`src/hw/pixel_mixer_consts.svh`:
```
// Purpose: named constants of the cursor and colour-key pixel mixer
// Assumes: included by bare name, definitions only
// Notes:   indexes are those of the indexed register port
`ifndef PIXEL_MIXER_CONSTS_SVH
`define PIXEL_MIXER_CONSTS_SVH

`define IDX_CURSOR_CTL        8'h06
`define IDX_KEY_OVERLAY_LOW   8'h30
`define IDX_KEY_BLUE_HIGH     8'h37
`define IDX_COLOR_KEY_CTL     8'h38

`define CURSOR_CTL_RESET      8'h00
`define COLOR_KEY_CTL_RESET   8'h00
`define KEY_BOUND_RESET       8'h00

`define CCTL_MODE_LSB         0
`define CCTL_MODE_MSB         1
`define CCTL_INTERLACE_BIT    5
`define CCTL_FIELD_INV_BIT    6

`define CKC_POLARITY_BIT      4
`define CKC_ENABLE_MSB        3

`define CURSOR_SIZE           13'h0040
`define CURSOR_Y_MAX          12'hfff
`define CURSOR_Y_INTERLACE    12'h040

`endif

```
`src/hw/pixel_mixer_pkg.sv`:
```
// Purpose: types of the cursor and colour-key pixel mixer
// Assumes: nothing
// Notes:   state widths fixed at 8-bit colour and 12-bit screen counters
package pixel_mixer_pkg;

   typedef enum logic [1:0] {
      CURSOR_OFF         = 2'h0,
      CURSOR_THREE_COLOR = 2'h1,
      CURSOR_COMPLEMENT  = 2'h2,
      CURSOR_TRANSPARENT = 2'h3
   } cursor_mode_type;

   typedef struct packed {
      logic [7:0]       key_ctl;
      logic [7:0][7:0]  bounds;
      logic [7:0]       cursor_ctl;
      logic [7:0]       rdata;
      logic [11:0]      xpos;
      logic [11:0]      line;
      logic             active_d;
      logic             fetch;
      logic [5:0]       row;
      logic [5:0]       col;
      logic             s1_valid;
      logic             s1_palette;
      logic [23:0]      s1_under;
      logic             out_valid;
      logic             out_palette;
      logic [23:0]      out_rgb;
   } mixer_state_type;

endpackage : pixel_mixer_pkg

```
`src/hw/cursor_colorkey_pixel_mixer.sv`:
```
// Purpose: cursor placement and colour-key switching on the pixel stream,
//          between the frame-buffer pixel port and the tables
// Assumes: cursor plane bits arrive in the same clock as the fetch address;
//          position, colours, bypass, mask and page are held elsewhere
// Notes:   two-stage pipeline, output follows input pixel by two clocks;
//          cursor ram loading lives outside this block
//
// Notes on behaviour
// RQ1: position marks cursor bottom-right after blanking end
// RQ2: zero x or y hides cursor
// RQ3: position one,one shows only last pixel top-left
// RQ4: two plane bits fetched per dot in window
// RQ5: mode field selects off, three-color, complement, transparent-first
// RQ6: three-color mode plane bit color mapping
// RQ7: complement mode mapping, eleven inverts pixel
// RQ8: transparent-first mode mapping
// RQ9: indexed or direct control sets enable and mode
// RQ10: interlace bit; field rows when y above 64
// RQ11: even y: even field even rows
// RQ12: odd y: odd field even rows
// RQ13: y below 64: row N on line 0
// RQ14: polarity bit inverts received field input
// RQ15: key is AND of enabled ranges, polarity XOR
// RQ16: inclusive bounds, eight bound registers at 0x30-0x37
// RQ17: compare before gamma, decide every pixel
// RQ18: reset clears enables and polarity, direct default
// RQ19: overlay masked, page fills upper bits
// RQ20: narrow colour fields left-aligned, zero-filled
// RQ21: bypass OR key selects palette graphics
// RQ22: software picks format and sets bypass
// RQ23: suppress cursor outside active area
`include "pixel_mixer_consts.svh"
`timescale 1ns/1ps
`default_nettype none

module cursor_colorkey_pixel_mixer
   import pixel_mixer_pkg::*;
#(
   parameter int RED_BITS     = 8,
   parameter int GREEN_BITS   = 8,
   parameter int BLUE_BITS    = 8,
   parameter int OVERLAY_BITS = 8
) (
   // clock and reset
   input  wire logic                    core_clk,
   input  wire logic                    reset_n,

   // register port
   input  wire logic [7:0]              reg_index,
   input  wire logic [7:0]              reg_wdata,
   input  wire logic                    reg_write,
   input  wire logic                    direct_ctl_write,
   output var  logic [7:0]              reg_rdata_r,

   // cursor setup, owned by other registers
   input  wire logic [11:0]             cursor_x_position,
   input  wire logic [11:0]             cursor_y_position,
   input  wire logic [23:0]             cursor_color0,
   input  wire logic [23:0]             cursor_color1,
   input  wire logic [23:0]             cursor_color2,

   // colour-key side inputs
   input  wire logic                    palette_bypass_select,
   input  wire logic [7:0]              read_mask,
   input  wire logic [7:0]              palette_page,

   // raster timing and pixel stream
   input  wire logic                    display_active,
   input  wire logic                    frame_start,
   input  wire logic                    odd_even_field,
   input  wire logic                    pix_valid,
   input  wire logic [RED_BITS-1:0]     pix_red,
   input  wire logic [GREEN_BITS-1:0]   pix_green,
   input  wire logic [BLUE_BITS-1:0]    pix_blue,
   input  wire logic [OVERLAY_BITS-1:0] pix_overlay,
   input  wire logic [23:0]             pal_rgb,

   // cursor store handshake
   output var  logic                    cursor_fetch_r,
   output var  logic [5:0]              cursor_row_r,
   output var  logic [5:0]              cursor_col_r,
   input  wire logic [1:0]              cursor_plane,

   // mixed pixel towards the tables
   output var  logic                    out_valid_r,
   output var  logic                    out_palette_r,
   output var  logic [23:0]             out_rgb_r
);

   // every field must fit the 8-bit comparators
   if (RED_BITS < 1 || RED_BITS > 8) begin : g_bad_red
      $error("red field width must lie between 1 and 8");
   end

   if (GREEN_BITS < 1 || GREEN_BITS > 8) begin : g_bad_green
      $error("green field width must lie between 1 and 8");
   end

   if (BLUE_BITS < 1 || BLUE_BITS > 8) begin : g_bad_blue
      $error("blue field width must lie between 1 and 8");
   end

   if (OVERLAY_BITS < 1 || OVERLAY_BITS > 8) begin : g_bad_overlay
      $error("overlay field width must lie between 1 and 8");
   end

   localparam logic [7:0] OVL_LOW_MASK = 8'(8'hff >> (8 - OVERLAY_BITS));

   mixer_state_type  state_r;
   mixer_state_type  state_nxt;

   // normalised 8-bit comparator inputs
   logic [7:0]       red8;
   logic [7:0]       green8;
   logic [7:0]       blue8;
   logic [7:0]       ovl8;
   logic [3:0][7:0]  comp;

   // colour-key decision
   logic [3:0]       in_range;
   logic [3:0]       key_hits;
   logic             key_all;
   logic             overlay_in_range;
   logic             key;
   logic             use_palette;

   // cursor control decode
   logic             field_eff;
   logic             interlace_cursor_enable;
   logic             field_polarity_invert;
   cursor_mode_type  mode;

   // cursor window arithmetic, one guard bit for negatives
   logic             row_sel;
   logic [12:0]      cpy13;
   logic [12:0]      cpx13;
   logic [12:0]      row_diff;
   logic [12:0]      col_diff;
   logic             in_window;

   // register decode
   logic             bound_hit;
   logic [2:0]       bound_sel;

   always_comb begin
      state_nxt = state_r;
      red8      = 8'h00;
      green8    = 8'h00;
      blue8     = 8'h00;
      ovl8      = 8'h00;
      comp      = '0;
      in_range  = '0;
      key_hits  = '0;
      key_all   = 1'b0;
      key       = 1'b0;
      row_sel   = 1'b0;
      row_diff  = '0;
      col_diff  = '0;
      in_window = 1'b0;
      bound_hit = 1'b0;
      bound_sel = 3'h0;

      mode = cursor_mode_type'(state_r.cursor_ctl[`CCTL_MODE_MSB:`CCTL_MODE_LSB]);
      interlace_cursor_enable = state_r.cursor_ctl[`CCTL_INTERLACE_BIT];
      field_polarity_invert   = state_r.cursor_ctl[`CCTL_FIELD_INV_BIT];

      // register writes
      bound_hit = (reg_index >= `IDX_KEY_OVERLAY_LOW) && (reg_index <= `IDX_KEY_BLUE_HIGH);
      bound_sel = 3'(reg_index - `IDX_KEY_OVERLAY_LOW);
      if (reg_write) begin
         case (reg_index)
            `IDX_CURSOR_CTL: begin
               state_nxt.cursor_ctl = reg_wdata; // RQ9
            end
            `IDX_COLOR_KEY_CTL: begin
               state_nxt.key_ctl = reg_wdata;
            end
            default: begin
               if (bound_hit) begin
                  state_nxt.bounds[bound_sel] = reg_wdata; // RQ16
               end
            end
         endcase
      end

      // direct control only carries enable and mode
      // it comes later, so it wins on the mode bits if both strobes meet
      if (direct_ctl_write) begin
         state_nxt.cursor_ctl[`CCTL_MODE_MSB:`CCTL_MODE_LSB] =
            reg_wdata[`CCTL_MODE_MSB:`CCTL_MODE_LSB]; // RQ9
      end

      // unmapped indexes read as zero
      case (reg_index)
         `IDX_CURSOR_CTL: begin
            state_nxt.rdata = state_r.cursor_ctl;
         end
         `IDX_COLOR_KEY_CTL: begin
            state_nxt.rdata = state_r.key_ctl;
         end
         default: begin
            state_nxt.rdata = bound_hit ? state_r.bounds[bound_sel] : 8'h00;
         end
      endcase

      // pixel counter restarts at the end of blanking, line counter on frame_start
      state_nxt.active_d = display_active;
      if (!display_active) begin
         state_nxt.xpos = '0; // RQ1
      end else if (pix_valid) begin
         state_nxt.xpos = state_r.xpos + 12'h001;
      end

      // line advances on each fall of active display
      if (frame_start) begin
         state_nxt.line = '0;
      end else if (state_r.active_d && !display_active) begin
         state_nxt.line = state_r.line + 12'h001;
      end

      // colour fields to 8 bits, raw values so before gamma
      red8   = 8'(8'(pix_red) << (8 - RED_BITS)); // RQ20
      green8 = 8'(8'(pix_green) << (8 - GREEN_BITS)); // RQ20
      blue8  = 8'(8'(pix_blue) << (8 - BLUE_BITS)); // RQ20
      ovl8   = ((8'(pix_overlay) & read_mask) & OVL_LOW_MASK) |
               (palette_page & ~OVL_LOW_MASK); // RQ19
      // slot order matches the bound pairs: overlay, red, green, blue
      comp = {blue8, green8, red8, ovl8};
      for (int i = 0; i < 4; i++) begin
         in_range[i] = (state_r.bounds[2*i] <= comp[i]) &&
                       (comp[i] <= state_r.bounds[2*i+1]); // RQ16
      end

      overlay_in_range = in_range[0];
      // a disabled comparator counts as a hit
      key_hits = in_range | ~state_r.key_ctl[`CKC_ENABLE_MSB:0]; // RQ15
      key_all  = &key_hits;
      // polarity 0 inverts, so the reset state keeps direct colour
      key      = key_all ^ ~state_r.key_ctl[`CKC_POLARITY_BIT]; // RQ15 RQ17
      use_palette = palette_bypass_select | key; // RQ21

      // cursor window, offsets so position is the bottom-right corner
      field_eff = odd_even_field ^ field_polarity_invert; // RQ14
      cpy13 = {1'b0, cursor_y_position};
      cpx13 = {1'b0, cursor_x_position};
      col_diff = {1'b0, state_r.xpos} + `CURSOR_SIZE - cpx13; // RQ1 RQ3
      if (interlace_cursor_enable && cursor_y_position > `CURSOR_Y_INTERLACE &&
          cursor_y_position <= `CURSOR_Y_MAX) begin
         // field lines: row parity follows field and position parity
         row_sel  = field_eff ^ cursor_y_position[0]; // RQ10 RQ11 RQ12
         row_diff = {state_r.line, row_sel} -
                    ((cpy13 - `CURSOR_SIZE) & ~13'h0001); // RQ11 RQ12
      end else if (interlace_cursor_enable) begin
         // cursor partly above the top: first shown row on scan line 0
         row_diff = {state_r.line, field_eff} + `CURSOR_SIZE - cpy13; // RQ13
      end else begin
         // progressive scan, one line per row
         row_diff = {1'b0, state_r.line} + `CURSOR_SIZE - cpy13; // RQ1
      end
      // negative differences fail the range test, clipping above and left
      in_window = display_active && pix_valid && (mode != CURSOR_OFF) &&
                  (cursor_x_position != '0) && (cursor_y_position != '0) &&
                  (row_diff[12:6] == '0) && (col_diff[12:6] == '0); // RQ2 RQ5 RQ23

      // stage 1: fetch address, underlying colour
      // address leaves registered, and the plane bits it asks for come back in that same clock
      state_nxt.fetch      = in_window; // RQ4
      state_nxt.row        = row_diff[5:0];
      state_nxt.col        = col_diff[5:0];
      state_nxt.s1_valid   = pix_valid && display_active;
      state_nxt.s1_palette = use_palette;
      state_nxt.s1_under   = use_palette ? pal_rgb : {red8, green8, blue8}; // RQ21

      // stage 2: cursor overlay on the fetched plane bits
      state_nxt.out_valid   = state_r.s1_valid;
      state_nxt.out_palette = state_r.s1_palette;
      state_nxt.out_rgb     = state_r.s1_under;

      if (state_r.fetch) begin
         case (mode)
            // zero shows through, the rest pick a colour
            CURSOR_THREE_COLOR: begin
               case (cursor_plane)
                  2'h1: begin
                     state_nxt.out_rgb = cursor_color0; // RQ6
                  end
                  2'h2: begin
                     state_nxt.out_rgb = cursor_color1; // RQ6
                  end
                  2'h3: begin
                     state_nxt.out_rgb = cursor_color2; // RQ6
                  end
                  default: begin
                     state_nxt.out_rgb = state_r.s1_under; // RQ6
                  end
               endcase
            end

            // eleven flips every bit of the chosen underlying colour
            CURSOR_COMPLEMENT: begin
               case (cursor_plane)
                  2'h0: begin
                     state_nxt.out_rgb = cursor_color0; // RQ7
                  end
                  2'h1: begin
                     state_nxt.out_rgb = cursor_color1; // RQ7
                  end
                  2'h3: begin
                     state_nxt.out_rgb = ~state_r.s1_under; // RQ7
                  end
                  default: begin
                     state_nxt.out_rgb = state_r.s1_under; // RQ7
                  end
               endcase
            end

            // the low half of the codes is see-through
            CURSOR_TRANSPARENT: begin
               case (cursor_plane)
                  2'h2: begin
                     state_nxt.out_rgb = cursor_color0; // RQ8
                  end
                  2'h3: begin
                     state_nxt.out_rgb = cursor_color1; // RQ8
                  end
                  default: begin
                     state_nxt.out_rgb = state_r.s1_under; // RQ8
                  end
               endcase
            end

            default: begin
               state_nxt.out_rgb = state_r.s1_under; // RQ5
            end
         endcase
      end
   end

   always_ff @(posedge core_clk) begin
      if (!reset_n) begin
         // named reset values, everything else clears
         state_r            <= '0;
         state_r.key_ctl    <= `COLOR_KEY_CTL_RESET; // RQ18
         state_r.cursor_ctl <= `CURSOR_CTL_RESET;
         state_r.bounds     <= {8{`KEY_BOUND_RESET}};
      end else begin
         state_r <= state_nxt;
      end
   end

   // every output straight from its flip-flop
   assign reg_rdata_r    = state_r.rdata;
   assign cursor_fetch_r = state_r.fetch;
   assign cursor_row_r   = state_r.row;
   assign cursor_col_r   = state_r.col;
   assign out_valid_r    = state_r.out_valid;
   assign out_palette_r  = state_r.out_palette;
   assign out_rgb_r      = state_r.out_rgb;

endmodule : cursor_colorkey_pixel_mixer

`default_nettype wire

```
`config.mk`:
```
export PLATFORM = sky130hd
export DESIGN_NAME = cursor_colorkey_pixel_mixer
export DESIGN_NICKNAME = d
export VERILOG_FILES = /design/src/hw/pixel_mixer_pkg.sv /design/src/hw/cursor_colorkey_pixel_mixer.sv
export VERILOG_INCLUDE_DIRS = /design/src /design/src/hw
export SDC_FILE = /design/constraint.sdc
export NUM_CORES = 1
export LEC_CHECK = 0
export ABC_AREA = 1
export BUFFER_PORTS_ARGS = -buffer_cell sky130_fd_sc_hd__buf_2
export CELL_PAD_IN_SITES_DETAIL_PLACEMENT = 1
export CELL_PAD_IN_SITES_GLOBAL_PLACEMENT = 1
export CORE_UTILIZATION = 41
export CTS_CLUSTER_SIZE = 20
export DETAILED_ROUTE_END_ITERATION = 12
export GPL_TIMING_DRIVEN = 0
export PLACE_DENSITY = 0.79
export SYNTH_ARGS = -nofsm -noshare
export SYNTH_HDL_FRONTEND = slang
export SYNTH_SLANG_ARGS = --single-unit
```
`constraint.sdc`:
```
create_clock -name core_clk -period 3.2 [get_ports core_clk]
set_input_delay 0.32 -clock core_clk [delete_from_list [all_inputs] [get_ports core_clk]]
set_output_delay 0.32 -clock core_clk [all_outputs]
set_load 0.05 [all_outputs]
```
==> results.json <==
{
  "status": "completed",
  "fin_crit_ns": 2.79,
  "cp_max_fo": 4,
  "leakage_nw": 8.24,
  "cts_hold_buffers": 0,
  "r2r-start": "state_r[78]$_SDFFE_PN0P_",
  "grtUsageTotal": 0.305,
  "cp.required_ns": 3.59,
  "path_class": "flip-flop to flip-flop",
  "drive_gt1_frac": 0.151,
  "worstMarginPinSlew_ns": 0.860,
  "grt-ovfl-total": 0,
  "skew_ns": 0.0114,
  "ys_types": 45,
  "path_cells": "inv_1, ha_1, inv_1, ha_1, inv_1, fa_1, o21ai_0, nand2_1, nand2_1, nand2_1, nand2_1, nand2_1, nor2_1, nand4_1, nor2_1, nand3_1, a21oi_1",
  "htreeDepth": 4,
  "antenna_found_initial": 2,
  "rsz0062_at_grt": "no",
  "fin_crit_sh": 0.872,
  "synth-async-reset-ratio": 0,
  "power.density_nw_per_um2": 355,
  "fin_nets": 2693,
  "clk_latency_ns": 0.46,
  "cts.repair.resized": 0,
  "coreArea_um2": 33700,
  "routed_via_density": 5.53,
  "cp-startpoint": "state_r[78]$_SDFFE_PN0P_",
  "cpMostUsedCell": "nand2_1",
  "cp-end-kind": "flip-flop",
  "synthFlopType": "dfxtp_1",
  "drt-initial-drc-count": 997,
  "crit_path_top_delay_cell": "fa_1",
  "slew_headroom": 0.422,
  "grt_pass1_wl_um": 85200,
  "syn_area_per_cell_um2": 6.73,
  "min_from": "pal_rgb[10]",
  "cts_buffers": 17,
  "setup_viol": 0,
  "cp_slowest_stage_delay_ns": 0.42,
  "path_buf_inv": 3,
  "clock.fmax_ghz": 0.358,
  "postSynthCellCount": 2100,
  "yosysSeqAreaShare": 0.252,
  "ios": 242,
  "die_area_um2": 35200,
  "die_w_um": 188,
  "hold_class": "input pin to flip-flop",
  "cts_tree": "yes",
  "synth_edf_count": 0,
  "cts-root-buf": "clkbuf_16",
  "post_cts_buffers": 0,
  "area_growth_pct": 16.5,
  "slew_violations": 0,
  "ys_warn_count": 0,
  "wl_um": 53500,
  "ir_worst_vdd_uv": 409,
  "avgRoutedWirePerCell_um": 19.0,
  "rows": 67,
  "crit_family": "simple AND/OR/NAND/NOR gates",
  "synth_nets": 2447,
  "start_util": 0.419,
  "vias": 15500,
  "maxCapViolCount": 0,
  "cts_sinks": 178,
  "first_pass_iters": 9,
  "final_common_cell": "nand2_1",
  "final_cell_mix": "nand2_1, inv_1, buf_2, a21oi_1, dfxtp_1",
  "p_total_mw": 5.85,
  "ff2ff_setup_slack_ns": 0.41,
  "synthesis.area_um2": 14100,
  "grt_max_degree": 17,
  "cts_max_path_buffers": 2,
  "ant_nets": 0,
  "dp.final_hpwl_um": 42900,
  "io_buffers": 227,
  "ys_seq_elements": 178,
  "fin_tns_setup_ns": 0,
  "finalHoldViolCount": 0,
  "die_h_um": 188,
  "grt_pass1_vias": 16000,
  "critPathArrivalTime_ns": 3.18,
  "gp_congestion": 0.919,
  "start_kind": "flip-flop",
  "drc": 0,
  "path_clk_slew_ns": 0.07
}
-- state kept, by name (all words and copies together), names as in the netlist --
signal	cells
state_r	125
out_rgb_r	24
reg_rdata_r	8
cursor_col_r	6
cursor_row_r	6
mode	2
state_nxt	2
cursor_fetch_r	1
field_polarity_invert	1
interlace_cursor_enable	1
out_palette_r	1
out_valid_r	1
-- tightest hold or removal path, stage by stage --
cell	delay, ns
buf_2	0.10
inv_1	0.04
nand2_1	0.05
inv_1	0.04
nor2_1	0.03
-- cells in the mapped netlist (11+ instances only) --
master     instances  area share
nor2_1           150       0.040
o21ai_0          168       0.060
xor2_1            11      0.0068
clkbuf_1          55       0.015
a31oi_1           16      0.0071
o2111ai_1         38       0.024
buf_4             47       0.025
nand2_1          410        0.11
o221ai_1          17       0.011
dfxtp_1          178        0.25
o211ai_1          64       0.034
a221oi_1          17       0.011
o22ai_1           15      0.0066
nand3_1           73       0.026
nand4_1           58       0.026
buf_2             22      0.0078
a21oi_1          184       0.065
nor3_1            13      0.0046
inv_1            336       0.089
ha_1             145        0.13
-- logic make-up (layout without fill, tap and decap cells) --
| logic type | after synthesis | count (layout) | synth area share |
|---|---|---|---|
| XOR/XNOR | 18 | 18 | 0.0112 |
| buffers and inverters | 474 | 733 | 0.142 |
| flip-flops | 178 | 178 | 0.252 |
| multiplexers | 1 | 1 | 0.000708 |
| adder cells (fa/ha/maj) | 152 | 152 | 0.138 |
| AO/OA/AOI/OAI | 551 | 551 | 0.235 |
| other | 0 | 2 | 0 |
| AND/OR/NAND/NOR | 726 | 726 | 0.220 |
-- area by class of cell --
class	count	area, um2
clock inverters	12	169
plain buffers	129	718
diodes	2	5.00
well taps	448	561
multi-input cells	1448	8550
repair buffers	227	1140
inverters	345	1290
flip-flops and latches	178	3560
clock buffers	20	457
fillers	4591	17200
-- metal layers --
metal | track usage | up-vias | wire, um
li1 | - | 7532 | -
met1 | 0.384 | 7382 | 23700
met2 | 0.521 | 527 | 25200
met3 | 0.0479 | 102 | 2800
met4 | 0.111 | 0 | 1770
met5 | 0 | - | 0
-- power breakdown --
part | internal, mW | switching (mW) | total [mW]
Sequential | 2.27 | 0.0522 | 2.32
Clock | 1.29 | 1.03 | 2.32
Combinational | 0.404 | 0.796 | 1.20
Total | 3.97 | 1.88 | 5.85
-- through the flow --
step | hold WS (ns) | std cells | worst slack (ns) | cell area [um2] | util
floorplan | 0.390 | 2100 | 0.922 | 14100 | -
detailed placement | 0.453 | 2775 | 0.361 | 15800 | 0.470
global placement | 0.447 | 2775 | 0.440 | 15800 | 0.470
CTS | 0.145 | 2807 | 0.415 | 16500 | 0.488
global route | 0.169 | 2808 | 0.0884 | 16500 | 0.488
finish | 0.159 | 2809 | 0.409 | 16500 | 0.488
-- final timing paths --
| kind | end | cells past startpoint |
|---|---|---|
| min | state_r[36]$_SDFF_PN0_ | 5 |
| min reg2reg | out_valid_r$_SDFF_PN0_ | 2 |
| max reg2reg | cursor_fetch_r$_SDFF_PN0_ | 17 |
| max | cursor_fetch_r$_SDFF_PN0_ | 17 |
Power figures use the tool's default switching activity.
